<file path="config.mk">
export PLATFORM = sky130hd
export DESIGN_NAME = bcid_datapath
export DESIGN_NICKNAME = d
export VERILOG_FILES = /design/src/rtl/bcid_pkg.sv /design/src/rtl/bcid_alu_if.sv /design/src/rtl/bcid_datapath.sv /design/src/rtl/bcid_alu.sv
export SDC_FILE = /design/constraint.sdc
export NUM_CORES = 1
export LEC_CHECK = 0
export BUFFER_PORTS_ARGS = -buffer_cell sky130_fd_sc_hd__buf_4
export CORE_UTILIZATION = 57
export CTS_BUF_LIST = sky130_fd_sc_hd__clkbuf_16
export CTS_CLUSTER_DIAMETER = 30
export CTS_CLUSTER_SIZE = 10
export DETAILED_ROUTE_END_ITERATION = 12
export HOLD_SLACK_MARGIN = 0.08
export PLACE_DENSITY = 0.76
export SYNTH_ARGS = -nofsm -noshare
export SYNTH_HDL_FRONTEND = slang
export SYNTH_SLANG_ARGS = --single-unit
</file>
<file path="constraint.sdc">
create_clock -name i_clk -period 28.4 [get_ports i_clk]
set_clock_uncertainty 0.15 [all_clocks]
set_input_delay 7.1 -clock i_clk [delete_from_list [all_inputs] [get_ports i_clk]]
set_output_delay 7.1 -clock i_clk [all_outputs]
set_load 0.01 [all_outputs]
</file>
<file path="src/rtl/bcid_pkg.sv">
// Shared types and constants of the byte cpu instruction datapath
package bcid_pkg;
   // ****************************************
   // Operation and operand encodings
   // ****************************************
   typedef enum logic [4:0] {
      OP_NOP     = 5'h00, OP_MOV_A   = 5'h01, OP_MOV_R   = 5'h02,
      OP_MOV_D   = 5'h03, OP_MOV_I   = 5'h04, OP_MOV_DP  = 5'h05,
      OP_MOVC_DP = 5'h06, OP_MOVC_PC = 5'h07, OP_MOVX_RD = 5'h08,
      OP_MOVX_WR = 5'h09, OP_PUSH    = 5'h0a, OP_POP     = 5'h0b,
      OP_XCH     = 5'h0c, OP_XCHD    = 5'h0d, OP_SWAP    = 5'h0e,
      OP_ADD     = 5'h0f, OP_ADDC    = 5'h10, OP_SUBB    = 5'h11,
      OP_INC     = 5'h12, OP_INC_DP  = 5'h13, OP_DEC     = 5'h14,
      OP_MUL     = 5'h15, OP_DIV     = 5'h16, OP_DA      = 5'h17,
      OP_ANL_A   = 5'h18, OP_ANL_D   = 5'h19, OP_ORL_A   = 5'h1a,
      OP_MOV_B   = 5'h1b
   } bcid_op_type;
   // Source or destination location kind
   typedef enum logic [2:0] {
      LOC_ACC = 3'h0, LOC_REG = 3'h1, LOC_DIR = 3'h2,
      LOC_IND = 3'h3, LOC_IMM = 3'h4, LOC_STK = 3'h5
   } bcid_loc_type;
   // ****************************************
   // Reset values and constants
   // ****************************************
   localparam logic [7:0]  ACC_RESET  = 8'h00;
   localparam logic [7:0]  SP_RESET   = 8'h07;
   localparam logic [15:0] DATA_POINTER_REGISTER_RESET = 16'h0000;
   localparam logic [7:0]  DA_LOW     = 8'h06;
   localparam logic [7:0]  DA_HIGH    = 8'h60;
   localparam logic [3:0]  DIGIT_MAX  = 4'h9;
   // Cycle counts, one cycle is one clock period of 10 ns
   localparam logic [2:0]  CYC_ONE    = 3'h1;
   localparam logic [2:0]  CYC_TWO    = 3'h2;
   localparam logic [2:0]  CYC_FOUR   = 3'h4;

   // Cycles taken by an operation with a given source
   function automatic logic [2:0] cycles_of(input bcid_op_type op,
                                            input bcid_loc_type src);
      logic [2:0] n;
      n = CYC_ONE;
      case (op)
         OP_MOV_R, OP_MOV_I: n = (src == LOC_DIR) ? CYC_TWO : CYC_ONE;
         OP_MOV_D:           n = (src == LOC_ACC) ? CYC_ONE : CYC_TWO;
         OP_ANL_D:           n = (src == LOC_ACC) ? CYC_ONE : CYC_TWO;
         OP_MOV_DP, OP_MOVC_DP, OP_MOVC_PC, OP_MOVX_RD, OP_MOVX_WR,
         OP_PUSH, OP_POP, OP_INC_DP: n = CYC_TWO;
         OP_MUL, OP_DIV:     n = CYC_FOUR;
         default:            n = CYC_ONE;
      endcase
      return n;
   endfunction : cycles_of
endpackage : bcid_pkg

</file>
<file path="src/rtl/bcid_alu_if.sv">
// Bundle between the datapath core and its arithmetic unit
`timescale 1ns/10ps
interface bcid_alu_if;
   import bcid_pkg::*;
   bcid_op_type op;     // Operation
   logic [7:0]  a;      // Accumulator
   logic [7:0]  opnd;   // Effective operand
   logic [7:0]  dst;    // Destination byte for read-modify-write
   logic [7:0]  b;      // B register
   logic        cy_in;  // Carry in
   logic        ac_in;  // Auxiliary carry in
   logic [7:0]  res;    // Main result
   logic [7:0]  res_b;  // Second result
   logic        cy;     // Carry out
   logic        ac;     // Auxiliary carry out
   logic        ov;     // Overflow out
   modport core (output op, a, opnd, dst, b, cy_in, ac_in,
                 input res, res_b, cy, ac, ov);
   modport alu  (input op, a, opnd, dst, b, cy_in, ac_in,
                 output res, res_b, cy, ac, ov);
endinterface : bcid_alu_if

</file>
<file path="src/rtl/bcid_datapath.sv">
// Execution datapath top for the byte cpu instruction set
`timescale 1ns/10ps
// How it works
// - Load accumulator from any source, one cycle
// - Register from direct two, else one cycle
// - Direct from accumulator one, else two cycles
// - Indirect from direct two, else one cycle
// - Load 16-bit data pointer in two cycles
// - Table read at A plus pointer, two cycles
// - Bump PC, read A plus PC, two
// - External moves by pointer address, two cycles
// - Push: raise stack pointer, store, two cycles
// - Pop: store, lower stack pointer, two cycles
// - Exchange whole accumulator byte, one cycle
// - Digit exchange swaps low nibbles only
// - Nibble swap within accumulator, one cycle
// - Add operand into accumulator, one cycle
// - Add with carry into accumulator, one
// - Subtract with borrow from accumulator, one
// - Increment one cycle, pointer increment two
// - Decrement any byte location, one cycle
// - Multiply A by B, four cycles
// - Divide A by B, four cycles
// - Decimal adjust with six and hex 60
// - AND forms one cycle, direct-immediate two
// - OR into accumulator, one cycle
module bcid_datapath (
   input  wire logic                  i_clk,          // System clock
   input  wire logic                  i_sys_rst,      // Synchronous reset
   input  wire logic                  i_issue,        // Operation offered
   input  wire bcid_pkg::bcid_op_type  i_op,           // Operation
   input  wire bcid_pkg::bcid_loc_type i_src,          // Source kind
   input  wire logic [7:0]            i_opnd,         // Source byte
   input  wire logic [7:0]            i_dst_data,     // Destination byte
   input  wire logic [15:0]           i_imm16,        // 16-bit immediate
   input  wire logic [15:0]           i_pc,           // Program counter
   input  wire logic [7:0]            i_ri,           // Pointer register
   input  wire logic [7:0]            i_code_rdata,   // Code read data
   input  wire logic [7:0]            i_xram_rdata,   // External read data
   output logic                       o_ready,        // Can take issue
   output logic                       o_done,         // Operation retired
   output logic [7:0]                 o_acc,          // Accumulator
   output logic [7:0]                 o_b,            // B register
   output logic                       o_carry_flag,   // Carry
   output logic                       o_auxiliary_carry_flag, // Aux carry
   output logic                       o_ovf_flag,     // Overflow
   output logic [15:0]                o_data_pointer_register, // Pointer
   output logic [7:0]                 o_sp,           // Stack pointer
   output logic                       o_mem_we,       // Byte write strobe
   output bcid_pkg::bcid_loc_type     o_mem_kind,     // Write location kind
   output logic [7:0]                 o_mem_addr,     // Stack address
   output logic [7:0]                 o_mem_wdata,    // Write data
   output logic                       o_code_re,      // Code read strobe
   output logic [15:0]                o_code_addr,    // Code address
   output logic                       o_xram_re,      // External read
   output logic                       o_xram_we,      // External write
   output logic [15:0]                o_xram_addr,    // External address
   output logic [7:0]                 o_xram_wdata    // External data
);
   import bcid_pkg::*;

   // ****************************************
   // Issue bookkeeping
   // ****************************************
   logic         busy;       // Multi-cycle op in progress
   logic [2:0]   cnt;        // Cycles left
   bcid_op_type  op_q;       // Latched operation
   bcid_loc_type src_q;      // Latched source kind
   logic [7:0]   opnd_q;     // Latched source byte
   logic [7:0]   dst_q;      // Latched destination byte
   logic [15:0]  imm_q;      // Latched immediate
   bcid_op_type  cur_op;     // Operation in flight
   bcid_loc_type cur_src;    // Source in flight
   logic [7:0]   cur_opnd;   // Raw operand in flight
   logic [7:0]   cur_dst;    // Destination byte in flight
   logic [7:0]   eff;        // Operand, accumulator if named
   logic [2:0]   ncyc;       // Cycles of offered op
   logic         start;      // Op accepted this cycle
   logic         fin;        // Last cycle of an op
   logic [15:0]  acc_ext;    // Accumulator widened

   bcid_alu_if   alu_bus ();

   assign start = i_issue && !busy;
   assign ncyc = cycles_of(i_op, i_src);
   assign cur_op = busy ? op_q : i_op;
   assign cur_src = busy ? src_q : i_src;
   assign cur_opnd = busy ? opnd_q : i_opnd;
   assign cur_dst = busy ? dst_q : i_dst_data;
   assign eff = (cur_src == LOC_ACC) ? o_acc : cur_opnd;
   assign acc_ext = {8'h00, o_acc};
   assign fin = (start && ncyc == CYC_ONE) || (busy && cnt == CYC_ONE);

   // Arithmetic unit hookup
   assign alu_bus.op = cur_op;
   assign alu_bus.a = o_acc;
   assign alu_bus.opnd = eff;
   assign alu_bus.dst = cur_dst;
   assign alu_bus.b = o_b;
   assign alu_bus.cy_in = o_carry_flag;
   assign alu_bus.ac_in = o_auxiliary_carry_flag;

   bcid_alu u_alu (
      .u (alu_bus.alu)
   );

   always_ff @(posedge i_clk) begin
      if (i_sys_rst) begin
         busy <= 1'b0;
         cnt <= 3'h0;
      end else if (start && ncyc != CYC_ONE) begin
         busy <= 1'b1;
         cnt <= ncyc - CYC_ONE;
      end else if (busy) begin
         cnt <= cnt - CYC_ONE;
         busy <= (cnt != CYC_ONE);
      end
   end

   // Operand capture at issue
   always_ff @(posedge i_clk) begin
      if (i_sys_rst) begin
         op_q <= OP_NOP;
         src_q <= LOC_ACC;
         opnd_q <= 8'h00;
         dst_q <= 8'h00;
         imm_q <= 16'h0000;
      end else if (start) begin
         op_q <= i_op;
         src_q <= i_src;
         opnd_q <= i_opnd;
         dst_q <= i_dst_data;
         imm_q <= i_imm16;
      end
   end

   // Ready and retire strobes
   always_ff @(posedge i_clk) begin
      if (i_sys_rst) begin
         o_ready <= 1'b1;
         o_done <= 1'b0;
      end else begin
         o_ready <= !((start && ncyc != CYC_ONE) || (busy && cnt != CYC_ONE));
         o_done <= fin;
      end
   end

   // ****************************************
   // Accumulator and B register
   // ****************************************
   always_ff @(posedge i_clk) begin
      if (i_sys_rst) begin
         o_acc <= ACC_RESET;
      end else if (fin) begin
         case (cur_op)
            OP_MOV_A:   o_acc <= eff;
            OP_MOVC_DP, OP_MOVC_PC: o_acc <= i_code_rdata;
            OP_MOVX_RD: o_acc <= i_xram_rdata;
            OP_XCH:     o_acc <= eff;
            OP_XCHD, OP_SWAP: o_acc <= alu_bus.res;
            OP_ADD, OP_ADDC, OP_SUBB: o_acc <= alu_bus.res;
            OP_INC, OP_DEC: begin
               if (cur_src == LOC_ACC) begin
                  o_acc <= alu_bus.res;
               end
            end
            OP_MUL, OP_DIV, OP_DA: o_acc <= alu_bus.res;
            OP_ANL_A, OP_ORL_A: o_acc <= alu_bus.res;
            default: o_acc <= o_acc;
         endcase
      end
   end

   // B register load and high results
   always_ff @(posedge i_clk) begin
      if (i_sys_rst) begin
         o_b <= ACC_RESET;
      end else if (fin) begin
         case (cur_op)
            OP_MOV_B: o_b <= eff;
            OP_MUL, OP_DIV: o_b <= alu_bus.res_b;
            default: o_b <= o_b;
         endcase
      end
   end

   // ****************************************
   // Flags
   // ****************************************
   always_ff @(posedge i_clk) begin
      if (i_sys_rst) begin
         o_carry_flag <= 1'b0;
         o_auxiliary_carry_flag <= 1'b0;
         o_ovf_flag <= 1'b0;
      end else if (fin) begin
         case (cur_op)
            OP_ADD, OP_ADDC, OP_SUBB: begin
               o_carry_flag <= alu_bus.cy;
               o_auxiliary_carry_flag <= alu_bus.ac;
               o_ovf_flag <= alu_bus.ov;
            end
            OP_DA: o_carry_flag <= alu_bus.cy;
            OP_MUL, OP_DIV: begin
               o_carry_flag <= alu_bus.cy;
               o_ovf_flag <= alu_bus.ov;
            end
            // Logic and moves keep flags
            default: o_carry_flag <= o_carry_flag;
         endcase
      end
   end

   // ****************************************
   // Pointers
   // ****************************************
   always_ff @(posedge i_clk) begin
      if (i_sys_rst) begin
         o_data_pointer_register <= DATA_POINTER_REGISTER_RESET;
      end else if (fin) begin
         if (cur_op == OP_MOV_DP) begin
            o_data_pointer_register <= imm_q;
         end else if (cur_op == OP_INC_DP) begin
            o_data_pointer_register <= o_data_pointer_register + 16'h0001;
         end
      end
   end

   // Stack pointer
   always_ff @(posedge i_clk) begin
      if (i_sys_rst) begin
         o_sp <= SP_RESET;
      end else if (start && i_op == OP_PUSH) begin
         o_sp <= o_sp + 8'h01;
      end else if (fin && cur_op == OP_POP) begin
         o_sp <= o_sp - 8'h01;
      end
   end

   // ****************************************
   // Internal byte writes
   // ****************************************
   always_ff @(posedge i_clk) begin
      if (i_sys_rst) begin
         o_mem_we <= 1'b0;
         o_mem_kind <= LOC_ACC;
         o_mem_addr <= 8'h00;
         o_mem_wdata <= 8'h00;
      end else begin
         o_mem_we <= 1'b0;
         o_mem_addr <= o_sp;
         if (fin) begin
            case (cur_op)
               OP_MOV_R, OP_MOV_D, OP_MOV_I: begin
                  o_mem_we <= 1'b1;
                  o_mem_kind <= (cur_op == OP_MOV_R) ? LOC_REG :
                                (cur_op == OP_MOV_D) ? LOC_DIR : LOC_IND;
                  o_mem_wdata <= eff;
               end
               OP_PUSH: begin
                  o_mem_we <= 1'b1;
                  o_mem_kind <= LOC_STK;
                  o_mem_wdata <= cur_opnd;
               end
               OP_POP: begin
                  o_mem_we <= 1'b1;
                  o_mem_kind <= LOC_DIR;
                  o_mem_wdata <= cur_opnd;
               end
               OP_XCH: begin
                  o_mem_we <= (cur_src != LOC_ACC);
                  o_mem_kind <= cur_src;
                  o_mem_wdata <= o_acc;
               end
               OP_XCHD: begin
                  o_mem_we <= 1'b1;
                  o_mem_kind <= LOC_IND;
                  o_mem_wdata <= alu_bus.res_b;
               end
               OP_INC, OP_DEC: begin
                  o_mem_we <= (cur_src != LOC_ACC);
                  o_mem_kind <= cur_src;
                  o_mem_wdata <= alu_bus.res;
               end
               OP_ANL_D: begin
                  o_mem_we <= 1'b1;
                  o_mem_kind <= LOC_DIR;
                  o_mem_wdata <= alu_bus.res;
               end
               default: o_mem_we <= 1'b0;
            endcase
         end
      end
   end

   // ****************************************
   // Code and external memory requests
   // ****************************************
   always_ff @(posedge i_clk) begin
      if (i_sys_rst) begin
         o_code_re <= 1'b0;
         o_code_addr <= 16'h0000;
      end else begin
         o_code_re <= start && (i_op == OP_MOVC_DP || i_op == OP_MOVC_PC);
         if (start && i_op == OP_MOVC_DP) begin
            o_code_addr <= o_data_pointer_register + acc_ext;
         end else if (start && i_op == OP_MOVC_PC) begin
            o_code_addr <= i_pc + 16'h0001 + acc_ext;
         end
      end
   end

   // external request, pointer or data pointer
   always_ff @(posedge i_clk) begin
      if (i_sys_rst) begin
         o_xram_re <= 1'b0;
         o_xram_we <= 1'b0;
         o_xram_addr <= 16'h0000;
         o_xram_wdata <= 8'h00;
      end else begin
         o_xram_re <= start && i_op == OP_MOVX_RD;
         o_xram_we <= start && i_op == OP_MOVX_WR;
         if (start && (i_op == OP_MOVX_RD || i_op == OP_MOVX_WR)) begin
            o_xram_addr <= (i_src == LOC_IND) ? {8'h00, i_ri}
                                              : o_data_pointer_register;
            o_xram_wdata <= o_acc;
         end
      end
   end
endmodule : bcid_datapath

</file>
<file path="src/rtl/bcid_alu.sv">
// Combinational arithmetic and logic unit of the datapath
`timescale 1ns/10ps
module bcid_alu (
   bcid_alu_if.alu u
);
   import bcid_pkg::*;
   logic [8:0]  sum9;   // Byte sum with carry
   logic [4:0]  nib5;   // Low nibble sum
   logic [15:0] prod;   // Product
   logic [8:0]  da9;    // Decimal adjust step
   logic        da_c;   // Decimal adjust carry

   // Result selection by operation
   always_comb begin
      sum9 = 9'h000;
      nib5 = 5'h00;
      prod = 16'h0000;
      da9 = 9'h000;
      da_c = u.cy_in;
      u.res = u.opnd;
      u.res_b = u.b;
      u.cy = u.cy_in;
      u.ac = u.ac_in;
      u.ov = 1'b0;
      case (u.op)
         OP_ADD, OP_ADDC: begin
            sum9 = {1'b0, u.a} + {1'b0, u.opnd} + {8'h00, u.op == OP_ADDC && u.cy_in};
            nib5 = {1'b0, u.a[3:0]} + {1'b0, u.opnd[3:0]}
                 + {4'h0, u.op == OP_ADDC && u.cy_in};
            u.res = sum9[7:0];
            u.cy = sum9[8];
            u.ac = nib5[4];
            u.ov = (u.a[7] == u.opnd[7]) && (sum9[7] != u.a[7]);
         end
         OP_SUBB: begin
            sum9 = {1'b0, u.a} - {1'b0, u.opnd} - {8'h00, u.cy_in};
            nib5 = {1'b0, u.a[3:0]} - {1'b0, u.opnd[3:0]} - {4'h0, u.cy_in};
            u.res = sum9[7:0];
            u.cy = sum9[8];
            u.ac = nib5[4];
            u.ov = (u.a[7] != u.opnd[7]) && (sum9[7] != u.a[7]);
         end
         OP_INC:   u.res = u.opnd + 8'h01;
         OP_DEC:   u.res = u.opnd - 8'h01;
         OP_ANL_A: u.res = u.a & u.opnd;
         OP_ANL_D: u.res = u.dst & u.opnd;
         OP_ORL_A: u.res = u.a | u.opnd;
         OP_SWAP:  u.res = {u.a[3:0], u.a[7:4]};
         OP_XCHD: begin
            u.res = {u.a[7:4], u.opnd[3:0]};
            u.res_b = {u.opnd[7:4], u.a[3:0]};
         end
         OP_MUL: begin
            prod = {8'h00, u.a} * {8'h00, u.b};
            u.res = prod[7:0];
            u.res_b = prod[15:8];
            u.cy = 1'b0;
            u.ov = |prod[15:8];
         end
         OP_DIV: begin
            u.cy = 1'b0;
            u.ov = (u.b == 8'h00);
            u.res = u.a;
            if (u.b != 8'h00) begin
               u.res = u.a / u.b;
               u.res_b = u.a % u.b;
            end
         end
         OP_DA: begin
            // Two adjust steps, carry set by either overflow
            da9 = {1'b0, u.a};
            if (da9[3:0] > DIGIT_MAX || u.ac_in) begin
               da9 = {1'b0, da9[7:0]} + {1'b0, DA_LOW};
               da_c = da_c | da9[8];
            end
            if (da9[7:4] > DIGIT_MAX || da_c) begin
               da9 = {1'b0, da9[7:0]} + {1'b0, DA_HIGH};
               da_c = da_c | da9[8];
            end
            u.res = da9[7:0];
            u.cy = da_c;
         end
         default: u.res = u.opnd;
      endcase
   end
endmodule : bcid_alu

</file>
Yosys cells after proc, flatten, opt, wreduce, memory -nomap -nowiden
Index checks and enable logic that the tools add are counted.
{"block": "totals", "regBits": 152, "input_bits": 83, "out_inout_bits": 108}
{"block": "classes", "n_addsub": 20, "mul": 1, "div": 2, "n_lt_le_gt_ge": 2, "eq_ne": 51, "muxes": 40, "bitwise": 6, "reduce_logical": 68}
{"cell": "$pmux W8 S12", "count": 1}
{"cell": "$mux W8", "count": 11}
{"cell": "$eq A5 B5 Y1 const B", "count": 16}
{"cell": "$mux W16", "count": 5}
{"cell": "$pmux W8 S5", "count": 2}
{"cell": "$eq A5 B4 Y1 const B", "count": 11}
{"cell": "$eq A5 B3 Y1 const B", "count": 8}
{"cell": "$add A16 B1 Y16 const B", "count": 2}
{"cell": "$add A16 B8 Y16", "count": 2}
{"cell": "$pmux W8 S3", "count": 1}
{"cell": "$reduce_or A2 Y1", "count": 11}
{"cell": "$eq A5 B2 Y1 const B", "count": 4}
{"cell": "$add A8 B1 Y8 const B", "count": 2}
{"cell": "$and A8 B8 Y8", "count": 2}
{"cell": "$logic_and A1 B1 Y1", "count": 16}
{"cell": "$mul A8 B8 Y16", "count": 1}
{"cell": "$pmux W8 S2", "count": 1}
{"cell": "$reduce_or A8 Y1", "count": 2}
{"cell": "$sub A8 B1 Y8 const B", "count": 2}
{"cell": "$pmux W3 S5", "count": 1}
{"cell": "$reduce_bool A5 Y1", "count": 3}
{"cell": "$pmux W3 S4", "count": 1}
{"cell": "$reduce_bool A2 Y1", "count": 6}
{"cell": "$reduce_or A3 Y1", "count": 4}
{"cell": "other kinds (43)", "count": 75}

Longest topological paths before layout
Gate-level depths: netlist of run 1.
{"block": "depth", "depth_word": 10, "mapped_depth": 55, "ltp_nobuf": 54}

Modules after synthesis
A second synthesis of run 1 with hierarchy kept.
{"block": "hier_totals", "cells_unflattened": 2026, "hier_area_um2": 15622.5}
{"module": "bcid_datapath", "n_inst": 1, "cells_per_inst": 1142, "area_each_um2": 9117.5, "seq_area_each_um2": 3042.9}
{"module": "bcid_alu", "n_inst": 1, "cells_per_inst": 884, "area_each_um2": 6505.0, "seq_area_each_um2": 0.0}

Worst setup path before layout of run 1
No wires, ideal clock.
{"block": "synth_path", "path_kind": "register to register", "from": "register o_b[0]", "to": "register o_b[7]", "setup_ps": 132, "t_arrival_ps": 11032, "t_required_ps": 28118, "slack_ps": 17086, "stages_incl_launch_ff": 53, "path_buffers": 2, "period_less_slack_ps": 11314, "cell_sequence": "dfxtp_1 -> inv_1 -> ha_1 -> a31oi_1 -> a31oi_1 -> ha_1 -> o21a_1 -> nor2_1 -> a21oi_1 -> o22a_1 -> ha_1 -> o21ai_0 -> a21oi_2 -> mux2i_1 -> ha_1 -> o21a_1 -> o21a_1 -> o21a_1 -> (+17 left out) -> ha_1 -> o21a_1 -> o21ai_0 -> nand2b_1 -> a31o_2 -> a41o_1 -> clkbuf_1 -> o21a_1 -> ha_1 -> nor2b_1 -> o21ai_0 -> a21boi_0 -> o21ai_0 -> a21oi_1 -> o21ai_1 -> nor2_1 -> a2111oi_0 -> a31oi_1"}
{"block": "synth_between", "elab_chain_len": 4}
{"item": "start, declared", "line": "bcid_datapath.sv:43", "text": "output logic [7:0] o_b,"}
{"item": "start signal, assigned", "line": "bcid_datapath.sv:181", "text": "OP_MUL, OP_DIV: o_b <= alu_bus.res_b;"}
{"item": "$mod A8 B8 Y8 / $reduce_bool A8 Y1 (equally long branches)", "line": "bcid_alu.sv:66, bcid_alu.sv:64"}
{"item": "$mux W8", "line": "bcid_alu.sv:64", "text": "if (u.b != 8'h00) begin"}
{"item": "$pmux W8 S3 (*)", "line": "bcid_alu.sv:25", "text": "case (u.op)"}
{"item": "$pmux W8 S2 (*)", "line": "bcid_datapath.sv:179", "text": "case (cur_op)"}
Mark *: on every way between the ends. The rest lies on a longest branch, timed or not.
A chain may end at the register's enable or synchronous reset.

Final worst setup path of run 1
{"block": "layout_path", "from": "register o_b[0]", "to": "register o_mem_wdata[0]"}
{"block": "layout_between", "elab_chain_len": 4}
{"item": "$div A8 B8 Y8 (tied with other cells)", "line": "bcid_alu.sv:65", "text": "u.res = u.a / u.b;"}
{"item": "$mux W8", "line": "bcid_alu.sv:64"}
{"item": "$pmux W8 S12 / $pmux W8 S3 (equally long branches)", "line": "bcid_alu.sv:25"}
{"item": "$pmux W8 S5 (*)", "line": "bcid_datapath.sv:252", "text": "case (cur_op)"}
{"item": "end signal, assigned", "line": "bcid_datapath.sv:262", "text": "o_mem_wdata <= cur_opnd;"}
{"item": "end signal, assigned", "line": "bcid_datapath.sv:267", "text": "o_mem_wdata <= cur_opnd;"}
{"item": "end signal, assigned", "line": "bcid_datapath.sv:277", "text": "o_mem_wdata <= alu_bus.res_b;"}
{"item": "end, declared", "line": "bcid_datapath.sv:52", "text": "output logic [7:0] o_mem_wdata,"}
Marked as above.

==> out/summary.md, run 1 <==
### Status
- run status: complete, no violations

### Setup path
- crit path from: o_b[0]
- type of element launching the critical path: register
- stage delay of the slowest cell on the critical path: 630 ps
- slowest stage cell on the critical path: sky130_fd_sc_hd__dfxtp_1
- startpoint of the most critical register-to-register path: o_b[0]
- end of the worst register-to-register path: o_mem_wdata[0]
- Most Frequent Cell on Critical Path: sky130_fd_sc_hd__o21a_1
- Req. time, crit path: 28610 ps
- largest fanout on the critical path: 16
- R2R depth: 51
- register-to-register setup slack: 15160 ps
- worst path arrival time: 13440 ps
- kind of critical path: register to register
- nature of the critical path endpoint: register

### Yosys
- flip-flop and latch count after synthesis: 152
- number of enable flip-flop cells after synthesis: 0
- fraction of the yosys area taken by sequential cells: 0.205
- FFs w/ async S/R, synth: 0
- Distinct cells, synth: 101
- flip-flop cell with the highest count after synthesis: sky130_fd_sc_hd__dfxtp_1
- cell area after synthesis: 14800 um^2
- average instance area after synthesis: 7.72 um^2
- gate count after technology mapping: 1920
- Synth warnings: 0
- post-synth net total: 2189

### Placed design
- placement-stage cell area: 16400 um^2
- worst setup timing slack at the placement stage: 15560 ps
- post-placement cell count: 2354
- HPWL Detailed: 39300 um
- weighted congestion reported at the end of routability-driven placement: 1.06
- number of buffer cells added on primary ports: 190

### Route
- per-cell via count in the routed design: 6.53
- highest signal layer in the routed design: met5
- total routed wire length on the met1 layer: 21700 um
- DRC: 0
- via total after detailed routing: 15600
- post-DR wirelength/cell: 22.6 um
- routed length on met2: 23400 um
- first-iteration detailed-routing DRC count: 1965
- DR pass1 iterations: 6
- final wirelength: 54000 um
- residual antenna-violating net count after detailed routing: 0
- met3 wire length: 6210 um

### Cells and area
- non-filler instance count after layout: 2388
- fill count: 2202
- Final Net Count: 2312
- Syn-to-layout area delta: 14.7%
- ratio of cells with drive above 1 in the final layout: 0.155
- total non-filler cell area in the finished layout: 17000 um^2

### STA
- setup total negative slack: 0 ps
- worst max-slew margin expressed relative to the limit: 0.0609
- total of endpoints with negative setup slack in the final report: 0
- final period utilization: 0.466
- RSZ-0062 raised after global routing: no
- Pins Over Slew Limit: 0
- worst setup margin: 15160 ps
- pin slew with the least headroom to its limit: 1370 ps
- maximum clock rate: 75.5 MHz
- final hold violations: 0
- shortest period the worst path allows: 13240 ps

### GRT
- Overflow after GRT: 0
- via count of the first global-routing pass: 14600
- number of antenna violations at the first check in global routing: 3
- global-route wire length before repair: 81500 um
- global-route total usage across every layer: 0.401
- pin count of the biggest net entering global routing: 72

### Clock network
- Post CTS Setup Buffer Count: 0
- clock latency on the worst-skew pair: 450 ps
- TritonCTS clock tree: built
- clock net sink count: 152
- clock tree root driver cell: sky130_fd_sc_hd__clkbuf_16
- clock buffer count from CTS: 17
- maximum level of the CTS H-tree: 4
- number of gates given a new drive strength after cts: 0
- buffer levels on the longest clock path: 2
- # hold bufs at CTS: 0
- clock-pin slew of the registers on the worst-case setup and hold paths: 80 ps

### Pwr
- maximum vdd drop: 0.703 mV
- leakage power: 7.28 nW
- power per unit of standard cell area: 116 nW/um^2

### Hold path
- hold crit path type: register to register
- cell count of the worst hold path: 2
- Worst Min Path Start: dst_q[5]
- Hold Path Sink: dst_q[5]

### Die
- initial standard-cell utilization of the core: 0.585
- core region area: 25300 um^2
- Die H: 163 um
- total die area: 26600 um^2
- Chip Width: 163 um
- total number of placement rows: 58
- number of top-level design ports: 191

### Run
- total of max-cap violations: 0

metrics by stage:
step | util | power, mW | hold slack [ps]
after floorplan | - | 1.35 | 283
after global placement | 0.646 | 1.71 | 288
after detailed placement | 0.646 | 1.68 | 293
after CTS | 0.671 | 1.93 | 303
after global routing | 0.671 | 2.12 | 323
final | 0.671 | 1.98 | 305
cell usage after synthesis (31+ instances only):
master,n,area share
sky130_fd_sc_hd__inv_1,109,0.028
sky130_fd_sc_hd__a21oi_1,149,0.050
sky130_fd_sc_hd__nor2_1,193,0.049
sky130_fd_sc_hd__a211oi_1,40,0.020
sky130_fd_sc_hd__nor2b_1,31,0.013
sky130_fd_sc_hd__mux2i_1,34,0.023
sky130_fd_sc_hd__o21ai_0,88,0.030
sky130_fd_sc_hd__xor2_1,32,0.019
sky130_fd_sc_hd__fa_1,45,0.061
sky130_fd_sc_hd__nand3_1,37,0.012
sky130_fd_sc_hd__nor3_1,72,0.024
sky130_fd_sc_hd__nand2_1,235,0.060
sky130_fd_sc_hd__ha_1,141,0.12
sky130_fd_sc_hd__xnor2_1,43,0.025
sky130_fd_sc_hd__dfxtp_1,152,0.21
sky130_fd_sc_hd__o21a_1,38,0.019
sky130_fd_sc_hd__clkbuf_1,84,0.021
critical path, delay by kind of cell (launching register included):
kind	cells	cell delay, ps
simple gates	6	810
buf+inv	3	500
mux	4	1420
fa+ha+maj	8	2570
compound gates	30	7040
flops	1	630
flip-flops by register name (all words and copies together) (netlist names), 3 cells and up:
signal,count
imm_q,16
dst_q,8
o_mem_addr,8
o_xram_wdata,8
o_mem_kind,3
op_q,5
opnd_q,8
o_mem_wdata,8
src_q,3
o_sp,8
o_xram_addr,16
o_data_pointer_register,16
o_code_addr,16
o_b,8
cnt,3
o_acc,8
placed cells by master, fill, tap and decap left out, types with 7 or more instances in the layout:
| cell | Yosys | final |
|---|---|---|
| sky130_fd_sc_hd__xor2_1 | 32 | 32 |
| sky130_fd_sc_hd__and3_1 | 14 | 14 |
| sky130_fd_sc_hd__buf_4 | 2 | 215 |
| sky130_fd_sc_hd__or3_1 | 15 | 15 |
| sky130_fd_sc_hd__nand2_1 | 235 | 235 |
| sky130_fd_sc_hd__a32oi_1 | 7 | 7 |
| sky130_fd_sc_hd__ha_1 | 141 | 141 |
| sky130_fd_sc_hd__a31oi_1 | 9 | 9 |
| sky130_fd_sc_hd__dfxtp_1 | 152 | 151 |
| sky130_fd_sc_hd__and2_1 | 7 | 7 |
| sky130_fd_sc_hd__nor3_1 | 72 | 71 |
| sky130_fd_sc_hd__a31o_2 | 8 | 8 |
| sky130_fd_sc_hd__nand3_1 | 37 | 37 |
| sky130_fd_sc_hd__mux2_2 | 20 | 20 |
| sky130_fd_sc_hd__o21a_1 | 38 | 38 |
| sky130_fd_sc_hd__clkbuf_16 | 0 | 17 |
| sky130_fd_sc_hd__a221o_1 | 7 | 7 |
| sky130_fd_sc_hd__a221oi_1 | 18 | 18 |
| sky130_fd_sc_hd__a21oi_1 | 149 | 149 |
| sky130_fd_sc_hd__o21ai_0 | 88 | 88 |
| sky130_fd_sc_hd__a2111oi_0 | 7 | 7 |
| sky130_fd_sc_hd__a211oi_1 | 40 | 40 |
| sky130_fd_sc_hd__a22oi_1 | 8 | 8 |
| sky130_fd_sc_hd__nor2_1 | 193 | 193 |
| sky130_fd_sc_hd__nand2b_1 | 15 | 14 |
| sky130_fd_sc_hd__nor2b_1 | 31 | 30 |
| sky130_fd_sc_hd__a211o_1 | 8 | 8 |
| sky130_fd_sc_hd__o211ai_1 | 18 | 18 |
| sky130_fd_sc_hd__a311oi_1 | 12 | 12 |
| sky130_fd_sc_hd__a21o_1 | 21 | 21 |
| sky130_fd_sc_hd__xnor2_1 | 43 | 43 |
| sky130_fd_sc_hd__nor3b_1 | 10 | 10 |
| sky130_fd_sc_hd__inv_1 | 109 | 109 |
| sky130_fd_sc_hd__fa_1 | 45 | 45 |
| sky130_fd_sc_hd__o22ai_1 | 18 | 18 |
| sky130_fd_sc_hd__mux2i_1 | 34 | 34 |
| sky130_fd_sc_hd__nand4_1 | 9 | 9 |
where the power goes:
part / switching (mW) / internal [mW]
registers: 0.00878 / 0.222
logic: 0.897 / 0.604
clock network: 0.122 / 0.121
area by class of cell:
type	count	area, um^2	area share
diodes	2	5.00	0.000295
well taps	330	413	0.0243
repair buffers	215	1610	0.0950
flip-flops and latches	152	3040	0.179
clock buffers	17	425	0.0250
inverters	113	424	0.0250
clock inverters	15	189	0.0111
multi-input cells	1544	10900	0.640
worst max-delay path by stage:
stage	endpoint	cells after the start
after global placement	o_b[3]	50
after CTS	o_mem_wdata[0]	51
after floorplan	o_b[7]	52
after global routing	o_b[7]	52
after detailed placement	o_mem_wdata[0]	51
final	o_mem_wdata[0]	51
metal layers:
| layer | global-route usage | vias to the layer above |
|---|---|---|
| met5 | 0.0152 | - |
| met4 | 0.197 | 4 |
| met3 | 0.100 | 218 |
| met2 | 0.602 | 960 |
| met1 | 0.530 | 7269 |
| li1 | - | 7138 |
kinds of logic (layout without fill, tap and decap cells):
family	count (synthesis)	after routing	share of synthesized area
AND/OR/NAND/NOR	689	689	0.222
AO/OA/AOI/OAI	538	538	0.245
buffers and inverters	224	360	0.0620
adder cells (fa/ha/maj)	186	186	0.180
flip-flops	152	152	0.205
XOR/XNOR	75	75	0.0443
multiplexers	56	56	0.0407
other	0	2	0
(Power assumes the default switching activity.)
==> run 2, diff against run 1 <==
--- a/config.mk
+++ b/config.mk
@@ -6,13 +6,13 @@
 export NUM_CORES = 1
 export LEC_CHECK = 0
 export BUFFER_PORTS_ARGS = -buffer_cell sky130_fd_sc_hd__buf_4
-export CORE_UTILIZATION = 57
+export CORE_UTILIZATION = 54
 export CTS_BUF_LIST = sky130_fd_sc_hd__clkbuf_16
 export CTS_CLUSTER_DIAMETER = 30
 export CTS_CLUSTER_SIZE = 10
 export DETAILED_ROUTE_END_ITERATION = 12
 export HOLD_SLACK_MARGIN = 0.08
-export PLACE_DENSITY = 0.76
+export PLACE_DENSITY = 0.75
 export SYNTH_ARGS = -nofsm -noshare
 export SYNTH_HDL_FRONTEND = slang
 export SYNTH_SLANG_ARGS = --single-unit
==> constraint.sdc (replaced) <==
create_clock -name i_clk -period 10.7 [get_ports i_clk]
set_clock_uncertainty 0.15 [all_clocks]
set_input_delay 2.675 -clock i_clk [delete_from_list [all_inputs] [get_ports i_clk]]
set_output_delay 2.675 -clock i_clk [all_outputs]
set_load 0.01 [all_outputs]
==> run 2 against run 1 <==
Effect of this change:
- the run now ends with setup timing left
- utilization is 1.0 points lower
- cell area increased by 4.7%
- die area grew 5.5%
- register-to-register slack worse by 15000 ps
- sequential power rose to 2.6 times the previous value
- first-iteration DRC count shrank 13%
- global-route usage down 0.81 points
- routed wire length increased by 4.7%
- total power rose to 3.6 times the previous value
- maximum frequency up 22%
- flip-flop and latch count unchanged
- clock-buffer cell count unchanged
- highest routed layer is now met4
==> out/summary.md, run 2 (synthesis gave the netlist of run 1 again) <==
### Setup path
- slowest stage cell on the critical path: sky130_fd_sc_hd__o311a_1
- Req. time, crit path: 10900 ps
- family with the most delay on the worst path: compound AO/OA/AOI/OAI gates
- type of element launching the critical path: register
- largest fanout on the critical path: 6
- stage delay of the slowest cell on the critical path: 370 ps
- worst path arrival time: 11080 ps
- kind of critical path: register to register
- Most Frequent Cell on Critical Path: sky130_fd_sc_hd__o21a_1
- buffer and inverter count on the worst path: 5
- nature of the critical path endpoint: register

### GRT
- number of antenna violations at the first check in global routing: 0
- pin count of the biggest net entering global routing: 83
- via count of the first global-routing pass: 14700
- global-route total usage across every layer: 0.392
- global-route wire length before repair: 85000 um
- Overflow after GRT: 0

### STA
- final hold violations: 0
- worst setup margin: -185 ps
- pin slew with the least headroom to its limit: 1130 ps
- final period utilization: 1.02
- Pins Over Slew Limit: 0
- RSZ-0062 raised after global routing: yes
- shortest period the worst path allows: 10890 ps
- maximum clock rate: 91.9 MHz
- worst max-slew margin expressed relative to the limit: 0.243
- total of endpoints with negative setup slack in the final report: 10

### Clock network
- maximum level of the CTS H-tree: 4
- clock tree root driver cell: sky130_fd_sc_hd__clkbuf_16
- clock buffer count from CTS: 17
- # hold bufs at CTS: 0
- clock net sink count: 152
- buffer levels on the longest clock path: 2
- clock-pin slew of the registers on the worst-case setup and hold paths: 70 ps
- clock latency on the worst-skew pair: 440 ps
- TritonCTS clock tree: built

### Die
- Die H: 168 um
- total number of placement rows: 60
- initial standard-cell utilization of the core: 0.550
- Chip Width: 168 um
- core region area: 27000 um^2
- number of top-level design ports: 191
- total die area: 28100 um^2

### Status
- run status: complete, but fails checks
- violated checks: setup timing

### Route
- DR pass1 iterations: 6
- residual antenna-violating net count after detailed routing: 0
- per-cell via count in the routed design: 6.43
- DRC: 0
- final wirelength: 56500 um
- post-DR wirelength/cell: 23.1 um
- via total after detailed routing: 15800
- first-iteration detailed-routing DRC count: 1704

### Pwr
- internal power contribution: 3.66 mW
- fraction of power consumed by sequential logic: 0.086
- power per unit of standard cell area: 400 nW/um^2
- leakage power: 7.58 nW
- reported net switching power: 3.46 mW
- maximum vdd drop: 1.73 mV
- part of the total power dissipated in the clock network: 0.088
- share of total power in combinational logic: 0.827
- switching power share of the total: 0.486

### Cells and area
- commonest non-fill, non-tap cells in the layout: sky130_fd_sc_hd__buf_4 (264), sky130_fd_sc_hd__nand2_1 (235), sky130_fd_sc_hd__nor2_1 (190)
- Final Net Count: 2366
- fill count: 2363
- total non-filler cell area in the finished layout: 17800 um^2
- ratio of cells with drive above 1 in the final layout: 0.202
- Syn-to-layout area delta: 20.1%
- most frequent standard cell in the layout excluding fill and tap cells: sky130_fd_sc_hd__buf_4
- Finished Core Util: 0.660
- Antenna Diode Count: 0
- storage element area: 3050 um^2
- multi-input combinational cell area: 11300 um^2

### Placed design
- number of buffer cells added on primary ports: 190
- placement-stage cell area: 16600 um^2
- HPWL Detailed: 40300 um
- weighted congestion reported at the end of routability-driven placement: 1.03

### Run
- total of max-cap violations: 0

### Hold path
- hold crit path type: register to register

[run 2: changes by cell type in the layout (fill, tap and decap cells not counted), moves of 4 or more]
cell / previous run / this run
sky130_fd_sc_hd__o21ai_2: 0 / 5
sky130_fd_sc_hd__o21ai_1: 5 / 11
sky130_fd_sc_hd__nor3_2: 1 / 5
sky130_fd_sc_hd__buf_6: 0 / 4
sky130_fd_sc_hd__nor3_1: 71 / 67
sky130_fd_sc_hd__a21oi_1: 149 / 142
sky130_fd_sc_hd__a21oi_2: 3 / 8
sky130_fd_sc_hd__o21ai_0: 88 / 75
sky130_fd_sc_hd__ha_1: 141 / 130
sky130_fd_sc_hd__ha_4: 0 / 10
sky130_fd_sc_hd__buf_4: 215 / 264
[run 2: metal layers]
layer | vias to the layer above | global-route usage | part of all wire
met5 | - | 0 | 0
met4 | 0 | 0.155 | 0.041
met3 | 173 | 0.0870 | 0.10
met2 | 820 | 0.603 | 0.44
met1 | 7526 | 0.533 | 0.42
li1 | 7240 | - | -
[run 2: stage by stage]
step | setup TNS, ps | setup WS (ps) | instances | power (mW) | hold WS (ps)
2_1_floorplan | 0 | 36.5 | 1920 | 3.68 | 283
3_3_place_gp | -144 | -96.2 | 2389 | 4.67 | 289
3_5_place_dp | -3600 | -458 | 2389 | 4.68 | 297
4_1_cts | 0 | 18.7 | 2431 | 6.03 | 306
5_1_grt | -4790 | -526 | 2451 | 7.60 | 325
6_report | -1320 | -185 | 2451 | 7.12 | 307
[run 2: area by class of cell]
type | instances | area share
inverter | 113 | 0.0238
clock buffer | 17 | 0.0239
tap | 341 | 0.0240
timing repair buffer | 269 | 0.114
clock inverter | 15 | 0.00991
sequential | 152 | 0.171
multi-input combinational | 1544 | 0.633
[run 2: repair_timing]
item,CTS,global route
endpoints found under the setup margin,10,11
gates resized for setup,21,56
cloned,0,1
buffers inserted,10,19
pin swaps,13,40
[run 2: tightest hold or removal path, delay by kind of cell (launching register included)]
| family | cells | cell delay (ps) |
|---|---|---|
| AO/OA/AOI/OAI | 1 | 50 |
| AND/OR/NAND/NOR | 1 | 50 |
| flip-flops | 1 | 310 |
[run 2: worst paths after layout]
path         cells after the start  slack [ps]     start  endpoint
min reg2reg                      2         310  imm_q[4]  imm_q[4]
max reg2reg                     50        -190    o_b[4]    o_b[3]
min                              2         310  imm_q[4]  imm_q[4]
max                             50        -190    o_b[4]    o_b[3]
[run 2: power by group through the flow]
stage	combinational [mW]	clock (mW)	sequential, mW
3_5_place_dp	4.06	0	0.622
5_1_grt	6.33	0.652	0.613
2_1_floorplan	3.06	0	0.625
3_3_place_gp	4.05	0	0.622
4_1_cts	4.79	0.628	0.610
6_report	5.88	0.624	0.611
